<file path="config.mk">
export PLATFORM = sky130hd
export DESIGN_NAME = ur_port_router
export DESIGN_NICKNAME = d
export VERILOG_FILES = /design/src/ur_pin_sync.sv /design/src/ur_port_router.sv
export SDC_FILE = /design/constraint.sdc
export NUM_CORES = 1
export LEC_CHECK = 0
export ABC_AREA = 1
export BUFFER_PORTS_ARGS = -buffer_cell sky130_fd_sc_hd__buf_4
export CAP_MARGIN = 10
export CORE_UTILIZATION = 48
export DETAILED_ROUTE_END_ITERATION = 10
export PLACE_DENSITY_LB_ADDON = 0.12
export SLEW_MARGIN = 20
export SYNTH_ARGS = -nofsm -noshare
export SYNTH_HDL_FRONTEND = slang
export SYNTH_SLANG_ARGS = --single-unit
</file>
<file path="constraint.sdc">
create_clock -name sys_clk -period 2.9 [get_ports sys_clk]
set_input_delay 0.29 -clock sys_clk [delete_from_list [all_inputs] [get_ports sys_clk]]
set_output_delay 0.29 -clock sys_clk [all_outputs]
set_load 0.03 [all_outputs]
</file>
<file path="src/ur_pin_sync.sv">
package ur_pkg;
	// Port register layout, common part seen by both controllers
	localparam int PORT_REG_W = 8;
	localparam int BIT_CONNECT = 0;
	localparam int BIT_ENABLE = 1;
	localparam int BIT_OC_ACTIVE = 2;
	localparam int BIT_OC_CHANGE = 3;
	localparam int BIT_POWER = 4;
	// Enhanced-only part, masked from the companion view
	localparam int BIT_OWNER = 5;
	localparam int BIT_HS_LINE = 6;
	localparam int BIT_PWR_PIN = 7;
	localparam logic [7:0] CC_VIEW_MASK = 8'h1f;
	// Reset values
	localparam logic OWNER_RESET = 1'b1;
	localparam logic POWER_RESET = 1'b0;
	localparam logic ENABLE_RESET = 1'b0;
	localparam logic OC_CHANGE_RESET = 1'b0;
	localparam logic PIN_IDLE = 1'b1;
	// Line signalling rate toward the transceiver
	typedef enum logic [1:0] {UR_SPEED_FS, UR_SPEED_LS, UR_SPEED_HS} ur_speed_t;
	// One port-register write from a controller
	typedef struct packed {
		logic wr;
		logic enable;
		logic power;
		logic clr_oc_change;
		logic owner;
	} ur_port_wr_t;
	// One data beat on a port's line path
	typedef struct packed {
		logic valid;
		logic [7:0] data;
	} ur_line_t;
endpackage

`timescale 1ns/1ps
`default_nettype none
// Three-stage pin synchroniser; a change counts once stages two and three agree
module ur_pin_sync #(
	parameter logic IDLE = 1'b1
) (
	input wire logic sys_clk,
	input wire logic nrst,
	input wire logic pin,
	output logic level,
	output logic rose,
	output logic fell
);
	logic s1_ff; // Metastability catcher, read only by s2
	logic s2_ff;
	logic s3_ff;
	logic level_ff; // Accepted level
	logic rose_ff;
	logic fell_ff;

	// Shift chain
	always_ff @(posedge sys_clk or negedge nrst) begin
		if (!nrst) begin
			s1_ff <= IDLE;
			s2_ff <= IDLE;
			s3_ff <= IDLE;
		end else begin
			s1_ff <= pin;
			s2_ff <= s1_ff;
			s3_ff <= s2_ff;
		end
	end

	// Accept a new level only when the two late stages agree
	always_ff @(posedge sys_clk or negedge nrst) begin
		if (!nrst) begin
			level_ff <= IDLE;
			rose_ff <= 1'b0;
			fell_ff <= 1'b0;
		end else begin
			rose_ff <= (s2_ff == s3_ff) && s3_ff && !level_ff;
			fell_ff <= (s2_ff == s3_ff) && !s3_ff && level_ff;
			if (s2_ff == s3_ff) begin
				level_ff <= s3_ff;
			end
		end
	end

	assign level = level_ff;
	assign rose = rose_ff;
	assign fell = fell_ff;
endmodule
`default_nettype wire

</file>
<file path="src/ur_port_router.sv">
// Summary of operation
// - Companion-owned port runs full or low speed
// - Enhanced-owned port runs high speed when capable
// - Each physical port muxed between both controllers
// - Companion writes ignored while enhanced owns port
// - Enhanced-only port bits hidden from companion
// - Two enhanced bits decide port ownership
// - Reset hands every port to companion
// - Open-drain active-low power enable per port
// - Low overcurrent input means port overcurrent
`timescale 1ns/1ps
`default_nettype none
module ur_port_router #(
	parameter int NUM_PORTS = 2
) (
	input wire logic sys_clk,
	input wire logic nrst,
	// Enhanced controller global routing flag
	input wire logic ec_config_flag,
	// Port-register writes from each controller
	input wire ur_pkg::ur_port_wr_t [NUM_PORTS-1:0] cc_port_wr,
	input wire ur_pkg::ur_port_wr_t [NUM_PORTS-1:0] ec_port_wr,
	// Port-register read views
	output logic [NUM_PORTS-1:0][ur_pkg::PORT_REG_W-1:0] cc_port_rd,
	output logic [NUM_PORTS-1:0][ur_pkg::PORT_REG_W-1:0] ec_port_rd,
	// Port status change pulses
	output logic [NUM_PORTS-1:0] cc_port_event,
	output logic [NUM_PORTS-1:0] ec_port_event,
	// Controller data paths
	input wire ur_pkg::ur_line_t [NUM_PORTS-1:0] cc_tx,
	input wire ur_pkg::ur_line_t [NUM_PORTS-1:0] ec_tx,
	input wire ur_pkg::ur_speed_t [NUM_PORTS-1:0] cc_speed_req,
	output ur_pkg::ur_line_t [NUM_PORTS-1:0] cc_rx,
	output ur_pkg::ur_line_t [NUM_PORTS-1:0] ec_rx,
	// Transceiver side
	output ur_pkg::ur_line_t [NUM_PORTS-1:0] xcvr_tx,
	output ur_pkg::ur_speed_t [NUM_PORTS-1:0] xcvr_speed,
	input wire ur_pkg::ur_line_t [NUM_PORTS-1:0] xcvr_rx,
	input wire logic [NUM_PORTS-1:0] xcvr_connect,
	input wire logic [NUM_PORTS-1:0] xcvr_hs_capable,
	// Power enable pins, open-drain
	input wire logic port1_power_enable_n_in,
	output logic port1_power_enable_n_out,
	output logic port1_power_enable_n_oe_n,
	input wire logic port2_power_enable_n_in,
	output logic port2_power_enable_n_out,
	output logic port2_power_enable_n_oe_n,
	// Overcurrent sense pins
	input wire logic port1_overcurrent_n,
	input wire logic port2_overcurrent_n
);
	// Pins are named per port, so the count is fixed by the package pins
	if (NUM_PORTS != 2) begin : g_bad_ports
		$error("ur_port_router supports exactly two ports");
	end

	logic [NUM_PORTS-1:0] oc_pin_n; // Raw overcurrent pins
	logic [NUM_PORTS-1:0] pwr_pin_n; // Raw power pin readback
	logic [NUM_PORTS-1:0] oc_level_n; // Synchronised overcurrent level
	logic [NUM_PORTS-1:0] oc_rose;
	logic [NUM_PORTS-1:0] oc_fell;
	logic [NUM_PORTS-1:0] pwr_level_n; // Synchronised power pin level
	logic [NUM_PORTS-1:0] ec_owns; // Enhanced controller owns port
	logic [NUM_PORTS-1:0] owner_ff; // Port owner bit, high is companion
	logic [NUM_PORTS-1:0] ec_owns_ff; // Ownership last cycle
	logic [NUM_PORTS-1:0] enable_ff;
	logic [NUM_PORTS-1:0] power_ff;
	logic [NUM_PORTS-1:0] oc_change_ff;
	logic [NUM_PORTS-1:0] connect_ff; // Connect last cycle
	logic [NUM_PORTS-1:0] cc_event_ff;
	logic [NUM_PORTS-1:0] ec_event_ff;
	ur_pkg::ur_port_wr_t [NUM_PORTS-1:0] own_wr; // Write from the owner
	logic [NUM_PORTS-1:0][ur_pkg::PORT_REG_W-1:0] port_reg;
	ur_pkg::ur_line_t [NUM_PORTS-1:0] xcvr_tx_ff;
	ur_pkg::ur_speed_t [NUM_PORTS-1:0] xcvr_speed_ff;
	ur_pkg::ur_line_t [NUM_PORTS-1:0] cc_rx_ff;
	ur_pkg::ur_line_t [NUM_PORTS-1:0] ec_rx_ff;

	assign oc_pin_n = {port2_overcurrent_n, port1_overcurrent_n};
	assign pwr_pin_n = {port2_power_enable_n_in, port1_power_enable_n_in};

	genvar gp;
	for (gp = 0; gp < NUM_PORTS; gp++) begin : g_port
		// Overcurrent sense, low is active
		ur_pin_sync #(
			.IDLE(ur_pkg::PIN_IDLE)
		) u_oc_sync (
			.sys_clk(sys_clk),
			.nrst(nrst),
			.pin(oc_pin_n[gp]),
			.level(oc_level_n[gp]),
			.rose(oc_rose[gp]),
			.fell(oc_fell[gp])
		);

		// Readback of the power pin, shows a board-side short or pull
		ur_pin_sync #(
			.IDLE(ur_pkg::PIN_IDLE)
		) u_pwr_sync (
			.sys_clk(sys_clk),
			.nrst(nrst),
			.pin(pwr_pin_n[gp]),
			.level(pwr_level_n[gp]),
			.rose(),
			.fell()
		);

		// Enhanced owns only when routing is on and owner bit released
		assign ec_owns[gp] = ec_config_flag && !owner_ff[gp];

		// Only the owner's write reaches the port state
		always_comb begin
			if (ec_owns[gp]) begin
				own_wr[gp] = ec_port_wr[gp];
			end else begin
				own_wr[gp] = cc_port_wr[gp];
			end
			own_wr[gp].owner = 1'b0; // Owner bit travels separately
			if (ec_owns[gp]) begin
				own_wr[gp].wr = ec_port_wr[gp].wr;
			end
		end

		// Owner bit, written by the enhanced driver at any time
		always_ff @(posedge sys_clk or negedge nrst) begin
			if (!nrst) begin
				owner_ff[gp] <= ur_pkg::OWNER_RESET;
			end else if (ec_port_wr[gp].wr) begin
				owner_ff[gp] <= ec_port_wr[gp].owner;
			end
		end

		// Ownership and connect history for change detection
		always_ff @(posedge sys_clk or negedge nrst) begin
			if (!nrst) begin
				ec_owns_ff[gp] <= 1'b0;
				connect_ff[gp] <= 1'b0;
			end else begin
				ec_owns_ff[gp] <= ec_owns[gp];
				connect_ff[gp] <= xcvr_connect[gp];
			end
		end

		// Port enable; a hand-over drops it so the new owner starts clean
		always_ff @(posedge sys_clk or negedge nrst) begin
			if (!nrst) begin
				enable_ff[gp] <= ur_pkg::ENABLE_RESET;
			end else if (ec_owns[gp] != ec_owns_ff[gp] || !xcvr_connect[gp]) begin
				enable_ff[gp] <= 1'b0;
			end else if (own_wr[gp].wr) begin
				enable_ff[gp] <= own_wr[gp].enable && power_ff[gp];
			end
		end

		// Port power; overcurrent wins over any write
		always_ff @(posedge sys_clk or negedge nrst) begin
			if (!nrst) begin
				power_ff[gp] <= ur_pkg::POWER_RESET;
			end else if (!oc_level_n[gp]) begin
				power_ff[gp] <= 1'b0;
			end else if (own_wr[gp].wr) begin
				power_ff[gp] <= own_wr[gp].power;
			end
		end

		// Overcurrent change flag; a new edge beats a clear
		always_ff @(posedge sys_clk or negedge nrst) begin
			if (!nrst) begin
				oc_change_ff[gp] <= ur_pkg::OC_CHANGE_RESET;
			end else if (oc_rose[gp] || oc_fell[gp]) begin
				oc_change_ff[gp] <= 1'b1;
			end else if (own_wr[gp].wr && own_wr[gp].clr_oc_change) begin
				oc_change_ff[gp] <= 1'b0;
			end
		end

		// Status events go only to whoever owns the port now
		always_ff @(posedge sys_clk or negedge nrst) begin
			if (!nrst) begin
				cc_event_ff[gp] <= 1'b0;
				ec_event_ff[gp] <= 1'b0;
			end else begin
				cc_event_ff[gp] <= !ec_owns[gp] && (oc_rose[gp] || oc_fell[gp]
					|| xcvr_connect[gp] != connect_ff[gp]
					|| ec_owns[gp] != ec_owns_ff[gp]);
				ec_event_ff[gp] <= ec_owns[gp] && (oc_rose[gp] || oc_fell[gp]
					|| xcvr_connect[gp] != connect_ff[gp]
					|| ec_owns[gp] != ec_owns_ff[gp]);
			end
		end

		// Full port register image
		always_comb begin
			port_reg[gp] = '0;
			port_reg[gp][ur_pkg::BIT_CONNECT] = xcvr_connect[gp];
			port_reg[gp][ur_pkg::BIT_ENABLE] = enable_ff[gp];
			port_reg[gp][ur_pkg::BIT_OC_ACTIVE] = !oc_level_n[gp];
			port_reg[gp][ur_pkg::BIT_OC_CHANGE] = oc_change_ff[gp];
			port_reg[gp][ur_pkg::BIT_POWER] = power_ff[gp];
			port_reg[gp][ur_pkg::BIT_OWNER] = owner_ff[gp];
			port_reg[gp][ur_pkg::BIT_HS_LINE] = xcvr_speed_ff[gp] == ur_pkg::UR_SPEED_HS;
			port_reg[gp][ur_pkg::BIT_PWR_PIN] = !pwr_level_n[gp];
		end

		// Companion sees the common bits only
		assign cc_port_rd[gp] = port_reg[gp] & ur_pkg::CC_VIEW_MASK;
		assign ec_port_rd[gp] = port_reg[gp];

		// Transmit mux and line rate, registered to keep glitches off the line
		always_ff @(posedge sys_clk or negedge nrst) begin
			if (!nrst) begin
				xcvr_tx_ff[gp] <= '0;
				xcvr_speed_ff[gp] <= ur_pkg::UR_SPEED_FS;
			end else if (ec_owns[gp]) begin
				xcvr_tx_ff[gp] <= ec_tx[gp];
				if (xcvr_hs_capable[gp]) begin
					xcvr_speed_ff[gp] <= ur_pkg::UR_SPEED_HS;
				end else begin
					xcvr_speed_ff[gp] <= ur_pkg::UR_SPEED_FS;
				end
			end else begin
				xcvr_tx_ff[gp] <= cc_tx[gp];
				if (cc_speed_req[gp] == ur_pkg::UR_SPEED_LS) begin
					xcvr_speed_ff[gp] <= ur_pkg::UR_SPEED_LS;
				end else begin
					xcvr_speed_ff[gp] <= ur_pkg::UR_SPEED_FS;
				end
			end
		end

		// Receive path reaches the owner; the other side sees idle
		always_ff @(posedge sys_clk or negedge nrst) begin
			if (!nrst) begin
				cc_rx_ff[gp] <= '0;
				ec_rx_ff[gp] <= '0;
			end else begin
				cc_rx_ff[gp] <= ec_owns[gp] ? '0 : xcvr_rx[gp];
				ec_rx_ff[gp] <= ec_owns[gp] ? xcvr_rx[gp] : '0;
			end
		end
	end

	assign cc_port_event = cc_event_ff;
	assign ec_port_event = ec_event_ff;
	assign xcvr_tx = xcvr_tx_ff;
	assign xcvr_speed = xcvr_speed_ff;
	assign cc_rx = cc_rx_ff;
	assign ec_rx = ec_rx_ff;

	// Open-drain: pull low to power the port, release otherwise
	assign port1_power_enable_n_out = 1'b0;
	assign port1_power_enable_n_oe_n = !power_ff[0];
	assign port2_power_enable_n_out = 1'b0;
	assign port2_power_enable_n_oe_n = !power_ff[1];
endmodule
`default_nettype wire

</file>
# Yosys cells after proc, flatten, opt, wreduce, memory -nomap -nowiden
# Cells that the tools add are included.
# op_classes
n_mul	0
eq_ne	14
shifts	0
n_lt_le_gt_ge	0
bitwise_logic	0
muxes	28
n_reduce_logical	44
div	0
add_sub_neg	0
# ops
op	n
$mux W9	6
$logic_and A1 B1 Y1	18
$mux W1	16
$logic_not A1 Y1	14
$mux W5	2
$logic_or A1 B1 Y1	8
$mux W2	4
$reduce_bool A2 Y1	4
$eq A1 B1 Y1	4
$eq A2 B1 Y1 const B	2
$eq A2 B2 Y1 const B	2
$ne A1 B1 Y1	4
$ne A2 B2 Y1 const B	2
# totals
memories	0
in_bits	89
romBits	0
latchBits	0
regBits	94
out_inout_bits	98
ram_bits	0

# Longest topological paths before layout
# Gate-level depths: netlist of run 1.
# logic_depth
word_depth	7
depth_mapped	8
depth_no_buf	7

# Hierarchy
# A second synthesis of run 1 with hierarchy kept.
# unflattened
cells_unflattened	392
hier_area_um2	3799.9
# by_module_without_submodules
module	area_per_inst_um2	n_inst	seq_area_each_um2	cells_per_inst
ur_port_router	2929.1	1	1854.3	320
ur_pin_sync	217.7	4	155.1	18

# Least setup slack after synthesis of run 1
# Ideal clock, no wire load.
# synth_timing
kind	register to output
from	reg xcvr_speed_ff, in the netlist xcvr_speed[3]
to	out ec_port_rd[14] (netlist bit)
arrival_time_ps	966
setup_slack_ps	1644
stages_incl_launch_ff	3
path_buffers	0
cell_sequence	dfrtp_1 > inv_1 > nor2_1
# synth_lines
item	line	rtl
start, declared	ur_port_router.sv:75	ur_pkg::ur_speed_t [NUM_PORTS-1:0] xcvr_speed_ff;
start signal, assigned by index	ur_port_router.sv:213	xcvr_speed_ff[gp] <= ur_pkg::UR_SPEED_FS;
start signal, assigned by index	ur_port_router.sv:217	xcvr_speed_ff[gp] <= ur_pkg::UR_SPEED_HS;
start signal, assigned by index	ur_port_router.sv:219	xcvr_speed_ff[gp] <= ur_pkg::UR_SPEED_FS;
end, declared	ur_port_router.sv:25	output logic [NUM_PORTS-1:0][ur_pkg::PORT_REG_W-1:0] ec_port_rd,

# Final worst setup path of run 1
# layout_timing
from	reg owner_ff[1] (netlist: ec_port_rd[13])
to	reg oc_change_ff[1] (netlist: cc_port_rd[11])
# layout_between
elab_chain_len	6
# layout_lines
item	line	rtl
start, declared	ur_port_router.sv:64	logic [NUM_PORTS-1:0] owner_ff;
start signal, assigned by index	ur_port_router.sv:127	owner_ff[gp] <= ur_pkg::OWNER_RESET;
start signal, assigned by index	ur_port_router.sv:129	owner_ff[gp] <= ec_port_wr[gp].owner;
$logic_not A1 Y1 *	ur_port_router.sv:109	assign ec_owns[gp] = ec_config_flag && !owner_ff[gp];
$logic_and A1 B1 Y1 *	ur_port_router.sv:109	
$mux W5	ur_port_router.sv:113	if (ec_owns[gp]) begin
$mux W1	ur_port_router.sv:119	if (ec_owns[gp]) begin
$logic_and A1 B1 Y1 *	ur_port_router.sv:172	end else if (own_wr[gp].wr && own_wr[gp].clr_oc_change) begin
$reduce_bool A2 Y1 (no line) *	n/a	
end signal, assigned by index	ur_port_router.sv:169	oc_change_ff[gp] <= ur_pkg::OC_CHANGE_RESET;
end, declared	ur_port_router.sv:68	logic [NUM_PORTS-1:0] oc_change_ff;
# Mark *: on every way between the ends. The rest lies on a longest branch, timed or not.
# A chain may end at the register's enable or synchronous reset.

==> results of run 1 <==
[metrics by stage]
stage | utilization [%] | std cells
CTS | 70.08 | 633
finish | 70.08 | 633
floorplan | - | 369
global placement | 67.46 | 616
global route | 70.08 | 633
detailed placement | 67.46 | 616
[flip-flops by register name (all words and copies together), names as in the netlist]
| signal | flops |
|---|---|
| xcvr_tx | 18 |
| g_port.u_oc_sync.level | 2 |
| g_port.u_oc_sync.rose | 2 |
| g_port.u_pwr_sync.s3_ff | 2 |
| g_port.u_pwr_sync.s1_ff | 2 |
| g_port.u_pwr_sync.level | 2 |
| ec_port_rd | 2 |
| g_port.u_pwr_sync.s2_ff | 2 |
| g_port.u_oc_sync.fell | 2 |
| ec_port_event | 2 |
| g_port.u_oc_sync.s3_ff | 2 |
| cc_port_rd | 6 |
| ec_rx | 18 |
| ec_owns_ff | 2 |
| cc_rx | 18 |
| g_port.u_oc_sync.s2_ff | 2 |
| xcvr_speed | 4 |
| connect_ff | 2 |
| cc_port_event | 2 |
| g_port.u_oc_sync.s1_ff | 2 |
[layout by cell type, fill, tap and decap left out, types with 2 or more instances in the layout]
cell / synthesis / layout
sky130_fd_sc_hd__ha_1: 4 / 4
sky130_fd_sc_hd__nand3_1: 6 / 6
sky130_fd_sc_hd__clkbuf_8: 0 / 11
sky130_fd_sc_hd__clkbuf_1: 0 / 2
sky130_fd_sc_hd__buf_4: 22 / 176
sky130_fd_sc_hd__dfstp_2: 18 / 18
sky130_fd_sc_hd__nand2_1: 103 / 103
sky130_fd_sc_hd__o21ai_0: 4 / 4
sky130_fd_sc_hd__clkinvlp_4: 0 / 2
sky130_fd_sc_hd__conb_1: 1 / 8
sky130_fd_sc_hd__nor2_4: 2 / 2
sky130_fd_sc_hd__nor2_1: 60 / 60
sky130_fd_sc_hd__inv_1: 44 / 44
sky130_fd_sc_hd__dfrtp_1: 76 / 76
sky130_fd_sc_hd__maj3_1: 2 / 2
sky130_fd_sc_hd__a21oi_1: 2 / 2
sky130_fd_sc_hd__o21ai_1: 2 / 2
sky130_fd_sc_hd__inv_2: 3 / 3
sky130_fd_sc_hd__nand3b_1: 2 / 2
[critical path, cell delays in order, from the launching register on]
cell and delay [ns]:
sky130_fd_sc_hd__dfstp_2 0.58, sky130_fd_sc_hd__inv_2 0.07, sky130_fd_sc_hd__nand2_2 0.41, sky130_fd_sc_hd__nand2_1 0.15
sky130_fd_sc_hd__nand2_1 0.12, sky130_fd_sc_hd__nand2_1 0.06, sky130_fd_sc_hd__nand2_1 0.05, sky130_fd_sc_hd__nand2_1 0.04
[worst paths after layout]
kind	cells past startpoint	from	end
worst max register to register	7	ec_port_rd[13]	cc_port_rd[11]
worst min register to register	0	g_port[1].u_pwr_sync.s1_ff	g_port[1].u_pwr_sync.s2_ff
worst max-delay path	7	ec_port_rd[13]	cc_port_rd[11]
max in group asynchronous	3	nrst	g_port[0].u_pwr_sync.s1_ff
worst min-delay path	1	port2_overcurrent_n	g_port[1].u_oc_sync.s1_ff
min in group asynchronous	2	nrst	cc_port_rd[1]
[per-layer routing]
metal | up-vias | GRT usage, %
met4 | 0 | 8.944
met3 | 12 | 6.530
met2 | 119 | 36.29
met5 | - | 0
li1 | 1371 | -
met1 | 1297 | 22.99
[power by group through the flow]
stage          Sequential, mW  Combinational (mW)  Clock (mW)
2_1_floorplan            1.66               0.258           0
3_5_place_dp             1.50               0.716           0
3_3_place_gp             1.49               0.706           0
4_1_cts                  1.47               0.719       0.803
5_1_grt                  1.48               0.764       0.853
6_report                 1.47               0.710       0.777
[kinds of logic after synthesis]
group,after synthesis
AOI/OAI and AO/OA,8
xor gates and xnor gates,1
adders and majority gates,6
buffers and inverters,76
DFF,94
other,1
and+or+nand+nor,176
[area by class of cell]
type / count / share of cell area [%]
flip-flops and latches: 94 / 46.97
inverters: 47 / 3.489
multi-input cells: 199 / 16.83
clock buffers: 13 / 3.143
clock inverters: 3 / 0.3959
repair buffers: 178 / 26.73
well taps: 99 / 2.450
[repair_timing]
item | CTS | global route
setup endpoints to repair | 0 | 0
hold buffers | 1 | 0
resized for setup | 0 | 0
endpoints found under the hold margin | 11 | 0
==> reports/results.env, run 1 <==
RUN_STATUS='finished clean'
YOSYS_MOST_USED_DFF='sky130_fd_sc_hd__dfrtp_1'
PLACEDINSTANCEAREA_UM2=4867
DR.FIRST_ITER.DRC_COUNT=85
POWER.SEQUENTIAL.FRACTION_PCT=49.8
TRITONCTS='done'
SHARE_OF_FINAL_LAYOUT_STANDARD_CELLS_STRONGER_THAN_DRIVE_STRENGTH_1_PCT=40.45
ASYNC_FLOP_SHARE_PCT=100.0
MOST_REPEATED_CELL_IN_THE_GATE_LEVEL_NETLIST_AFTER_SYNTHESIS='sky130_fd_sc_hd__nand2_1'
SYNTH_AREA_LEADERS='sky130_fd_sc_hd__dfrtp_1, sky130_fd_sc_hd__dfstp_2, sky130_fd_sc_hd__nand2_1'
INTERNAL_POWER_mW=2.052
VIA_COUNT_OF_THE_FIRST_GLOBAL_ROUTING_PASS=2628
GRT_OVERFLOW=0
FMAX_MHz=632.9
STD_CELL_ROWS=31
PLACEABLECOREAREA_UM2=7214
LEAKAGE_nW=2.863
CRIT_PATH_START_KIND='flip-flop'
COMBINATIONAL_FAMILY_WITH_THE_MOST_AREA_AFTER_SYNTHESIS='simple AND/OR/NAND/NOR gates'
ADDER_AND_MAJORITY_CELL_FRACTION_OF_THE_SYNTHESIZED_AREA_PCT=1.956
POST_SYNTH_XOR_AREA_FRACTION_PCT=0.2445
COMPLEX_GATE_FRACTION_OF_THE_SYNTHESIZED_AREA_PCT=1.118
CRITICAL_PATH_ARRIVAL_NS=1.82
POWER_DENSITY_nW_PER_UM2=585.2
POST_SYNTH_INST_COUNT=362
DP_HPWL_UM=5802
DIE_WIDTH_UM=88.39
POSTROUTEANTENNANETS=0
ENDPOINT_KIND='flip-flop'
WL_MET2_UM=3992
MULTI_INPUT_AREA_UM2=850.8
RSZ0062_AT_GRT='false'
SLEW_VIOLATIONS=0
FLOORPLAN.IO_PINS=187
POSTSYNTHREGISTERBITS=94
POWER.COMBINATIONAL.FRACTION_PCT=24.0
NETSWITCHINGFRACTION_PCT=30.67
POST-SYNTH-TOP-AREA-FRACTION_PCT=53.09
CLOCK_POWER_SHARE_PCT=26.3
POST-ROUTE-CELL-AREA_UM2=5056
PLACE_WORST_SETUP_SLACK_NS=1.316
FINCLKSKEW_NS=0.01186
CTS_BUFFER_DEPTH=2
SYNTH-EDFF-COUNT=0
SYNTH_SEQUENTIAL_AREA_RATIO_PCT=66.29
TIMING.CRITICAL_PATH.REQUIRED_NS=3.14
MET3ROUTEDLENGTH_UM=699
VIAS=2799
FINALSETUPVIOLATIONS=0
MIN_PATH_TYPE='input port to flip-flop'
VDD_IR_DROP_MAX_uV=320.2
H-TREE-DEPTH=3
SYN_AREA_PER_CELL_UM2=9.896
SYNTH.AREA.MUX_SHARE_PCT=0
MIN_PERIOD_OVER_PERIOD_PCT=54.49
GRT_USE_TOTAL_PCT=20.62
WORST-R2R-SETUP-SLACK_NS=1.32
DOMINANT_CELL_TYPE_BY_AREA_AFTER_SYNTHESIS='sky130_fd_sc_hd__dfrtp_1'
WIRELENGTH_UM=7860
START_UTIL_PCT=49.65
POWER.SWITCHING_mW=0.9074
ANTENNA_FOUND_INITIAL=0
CTS-BUFFERS-INSERTED=9
WORST_SLEW_PIN_SLEW_NS=0.5833
WL_PER_CELL_UM=12.42
DIE_AREA_UM2=7813
DIE_HEIGHT_UM=88.39
ROUTE.DETAILED.DRC=0
PLACEMENT.IO_BUFFERS=176
FINALWEIGHTEDCONGESTION=0.8267
GRT_MAX_DEGREE=84
DETAILEDROUTE.FIRSTPASSITERATIONCOUNT=4
CLKLATENCYLATEPIN_NS=0.35
YOSYS-TOP-CELLS-COUNT='sky130_fd_sc_hd__nand2_1, sky130_fd_sc_hd__dfrtp_1, sky130_fd_sc_hd__nor2_1, sky130_fd_sc_hd__inv_1, sky130_fd_sc_hd__buf_4'
CLOCK-ROOT-BUFFER='sky130_fd_sc_hd__clkbuf_8'
SYNTH-SIMPLE-AREA-SHARE_PCT=19.59
MAXSLEWHEADROOM_PCT=61.02
HOLD-WORST-SLACK_NS=0.04955
N_FILL_CELL=572
DESIGN_POWER_mW=2.959
WORST-PATH-MAX-FANOUT=27
FF_LATCH_AREA_UM2=2375
TOP_SIGNAL_LAYER_USED='met4'
ANTENNA-DIODE-COUNT=0
SYN_AREA_UM2=3582
YOSYS_WARNINGS=0
NUM-NETS-FINAL=622
FINALHOLDVIOLATIONS=0
CTS.REPAIR_TIMING.SETUP_BUFFER_COUNT=0
SETUP_TNS_NS=0
MAXCAPVIOLCOUNT=0
FIRST_PASS_GRT_WIRE_LENGTH_UM=11890
CLOCK-SINKS=94
M1WIRELENGTH_UM=3024
SYN_TO_FINAL_GROWTH_PCT=41.15
FINALWORSTPATHREQUIREDPERIOD_NS=1.580
POSTLAYOUTSETUPSLACKWORST_NS=1.320
SYNTH_CELL_TYPE_COUNT=22
WORSTSETUPPATHTYPE='flip-flop to flip-flop'
AVGVIACOUNTPERCELL=4.422
CTS.CLK_SLEW.WORST_PATHS_NS=0.08
(Power assumes the default switching activity.)
==> run 2: changes to the inputs <==
--- a/config.mk
+++ b/config.mk
@@ -8,7 +8,7 @@
 export ABC_AREA = 1
 export BUFFER_PORTS_ARGS = -buffer_cell sky130_fd_sc_hd__buf_4
 export CAP_MARGIN = 10
-export CORE_UTILIZATION = 48
+export CORE_UTILIZATION = 40
 export DETAILED_ROUTE_END_ITERATION = 10
 export PLACE_DENSITY_LB_ADDON = 0.12
 export SLEW_MARGIN = 20
==> constraint.sdc (replaced) <==
create_clock -name sys_clk -period 1.35 [get_ports sys_clk]
set_input_delay 0.135 -clock sys_clk [delete_from_list [all_inputs] [get_ports sys_clk]]
set_output_delay 0.135 -clock sys_clk [all_outputs]
set_load 0.03 [all_outputs]
==> run 2 against run 1 <==
Net effect: worst setup slack got worse by 1.2 ns; largest power group unchanged; sequential power rose by 110%; combinational power is 140% higher; core utilization decreased by 3.1 points; first-iteration DRC count shrank 34%; worst hold slack lost 0.034 ns.
==> reports/results.env, run 2 (synthesized netlist as in run 1, its figures left out) <==
CLKLATENCYLATEPIN_NS=0.36
TIMING.CRITICAL_PATH.REQUIRED_NS=1.22
GRT_OVERFLOW=0
WL_PER_CELL_UM=12.50
H-TREE-DEPTH=3
DIE_HEIGHT_UM=96.64
FINALSETUPVIOLATIONS=0
POSTLAYOUTSETUPSLACKWORST_NS=0.07257
DP_HPWL_UM=5977
FINCLKSKEW_NS=0.01042
DIE_WIDTH_UM=96.64
DR.FIRST_ITER.DRC_COUNT=56
ANTENNA_FOUND_INITIAL=0
MIN_PERIOD_OVER_PERIOD_PCT=94.62
START_UTIL_PCT=41.28
NUM-NETS-FINAL=694
ENDPOINT_KIND='output pin'
POWER.COMBINATIONAL.FRACTION_PCT=25.7
ROUTE.DETAILED.DRC=0
MIN_PATH_TYPE='input port to flip-flop'
PLACE.DETAILED.INSTANCES=634
PLACE_WORST_SETUP_SLACK_NS=0.03850
LEAKAGE_nW=3.203
INTERNAL_POWER_mW=4.567
WORST-PATH-MAX-FANOUT=4
VIA_COUNT_OF_THE_FIRST_GLOBAL_ROUTING_PASS=3231
FINALWORSTPATHREQUIREDPERIOD_NS=1.277
RUN_STATUS='finished clean'
SHARE_OF_FINAL_LAYOUT_STANDARD_CELLS_STRONGER_THAN_DRIVE_STRENGTH_1_PCT=37.79
MAXCAPVIOLCOUNT=0
GRT.MET2_USAGE_PCT=32.61
ANTENNA-DIODE-COUNT=0
POWER.SWITCHING_mW=2.166
RSZ0062_AT_GRT='false'
FINALWEIGHTEDCONGESTION=0.7744
SYN_TO_FINAL_GROWTH_PCT=62.28
FMAX_MHz=782.8
POSTROUTEANTENNANETS=0
FINAL_INSTANCE_COUNT_WITHOUT_FILLER_CELLS=714
CTS_BUFFER_DEPTH=2
AVGVIACOUNTPERCELL=4.378
GRT_MAX_DEGREE=27
STD_CELL_ROWS=34
CLOCK-ROOT-BUFFER='sky130_fd_sc_hd__clkbuf_8'
MOSTFREQUENTLAYOUTCELL='sky130_fd_sc_hd__buf_4'
FIRST_PASS_GRT_WIRE_LENGTH_UM=14940
CLOCK_POWER_SHARE_PCT=27.3
DIE_AREA_UM2=9338
CRITICAL_PATH_ARRIVAL_NS=1.14
POWER_DENSITY_nW_PER_UM2=1158
VDD_IR_DROP_MAX_uV=779.3
TRITONCTS='done'
NETSWITCHINGFRACTION_PCT=32.17
SLEW_VIOLATIONS=0
SETUP_TNS_NS=0
CLOCK-SINKS=94
PLACEMENT.IO_BUFFERS=176
CRIT_PATH_START_KIND='flip-flop'
FINALCOREUTILIZATION_PCT=66.98
PLACEABLECOREAREA_UM2=8678
FINALHOLDVIOLATIONS=0
CTS-BUFFERS-INSERTED=9
GR-MAX-USAGE-LAYER='met2'
POWER.SEQUENTIAL.FRACTION_PCT=47.0
USE_MET3_PCT=5.564
VIAS=3126
CTS.CLK_SLEW.WORST_PATHS_NS=0.10
GRT_USE_TOTAL_PCT=19.97
FLOORPLAN.IO_PINS=187
MOSTFREQUENTLAYOUTCELLS='sky130_fd_sc_hd__buf_4, sky130_fd_sc_hd__nand2_1, sky130_fd_sc_hd__dfrtp_1'
DETAILEDROUTE.FIRSTPASSITERATIONCOUNT=5
USE_MET1_PCT=24.69
WORSTSETUPPATHTYPE='flip-flop to output pin'
WIRELENGTH_UM=8927
==> run 2: cell count changes in the layout (fill, tap and decap cells not counted) <==
cell | previous run | this run
sky130_fd_sc_hd__inv_8 | 0 | 3
sky130_fd_sc_hd__clkbuf_1 | 2 | 0
sky130_fd_sc_hd__buf_6 | 0 | 1
sky130_fd_sc_hd__buf_4 | 176 | 184
sky130_fd_sc_hd__clkbuf_8 | 11 | 10
sky130_fd_sc_hd__inv_6 | 0 | 1
sky130_fd_sc_hd__clkinv_4 | 0 | 2
sky130_fd_sc_hd__nand2_2 | 1 | 0
sky130_fd_sc_hd__nand2_4 | 1 | 2
sky130_fd_sc_hd__dlygate4sd3_1 | 1 | 62
sky130_fd_sc_hd__buf_12 | 1 | 3
sky130_fd_sc_hd__clkinv_2 | 1 | 0
sky130_fd_sc_hd__clkinvlp_4 | 2 | 0
==> run 2: worst paths after layout <==
check,start,depth (start not counted),slack [ns],endpoint
max reg2reg,ec_port_rd[13],7,0.14,cc_port_rd[11]
min,xcvr_rx[3],3,0.02,cc_rx[3]
max in group asynchronous,nrst,3,0.58,g_port[1].u_oc_sync.s3_ff
min reg2reg,g_port[0].u_pwr_sync.s1_ff,0,0.36,g_port[0].u_pwr_sync.s2_ff
max,g_port[1].u_oc_sync.level,2,0.07,ec_port_rd[10]
min in group asynchronous,nrst,2,0.24,xcvr_tx[13]
==> run 2: area by class of cell <==
cell class / instances / area [um2]
Fill cell: 688 / 2865
Sequential cell: 94 / 2375
Timing Repair Buffer: 250 / 2073
Multi-Input combinational cell: 199 / 855.8
Inverter: 47 / 176.4
Clock buffer: 10 / 137.6
Tap cell: 108 / 135.1
Clock inverter: 6 / 60.06
==> run 2: per-stage QoR <==
stage | total power [mW] | instance area (um2) | hold slack (ns)
after floorplan | 4.111 | 3608 | -0.1606
after global placement | 4.768 | 4971 | 0.08326
after detailed placement | 4.789 | 4971 | 0.08762
after CTS | 6.795 | 5789 | 0.0005683
after global routing | 7.047 | 5813 | 0.002761
final | 6.732 | 5813 | 0.01554
==> run 2: what timing repair did <==
item                                    in CTS  in global routing
resized for setup                            0                  2
endpoints found under the setup margin       0                 19
hold endpoints to repair                    67                  0
setup buffers                                0                  2
hold buffers                                62                  0
==> run 2: power groups by stage <==
stage	clock, mW	sequential (mW)	combinational (mW)
detailed placement	0	3.22	1.57
finish	1.84	3.16	1.73
global route	2.00	3.19	1.85
floorplan	0	3.56	0.555
global placement	0	3.21	1.55
CTS	1.91	3.17	1.72
==> run 2: metal layers <==
metal / up-vias / share of wire [%]
met5: - / 0
met4: 0 / 2.9
met3: 25 / 7.0
met2: 133 / 49
met1: 1457 / 41
li1: 1511 / -
==> run 2: worst max-delay path: stages (launching register included) <==
cell and delay [ns]:
sky130_fd_sc_hd__dfstp_2 0.57, sky130_fd_sc_hd__inv_1 0.06, sky130_fd_sc_hd__buf_4 0.16
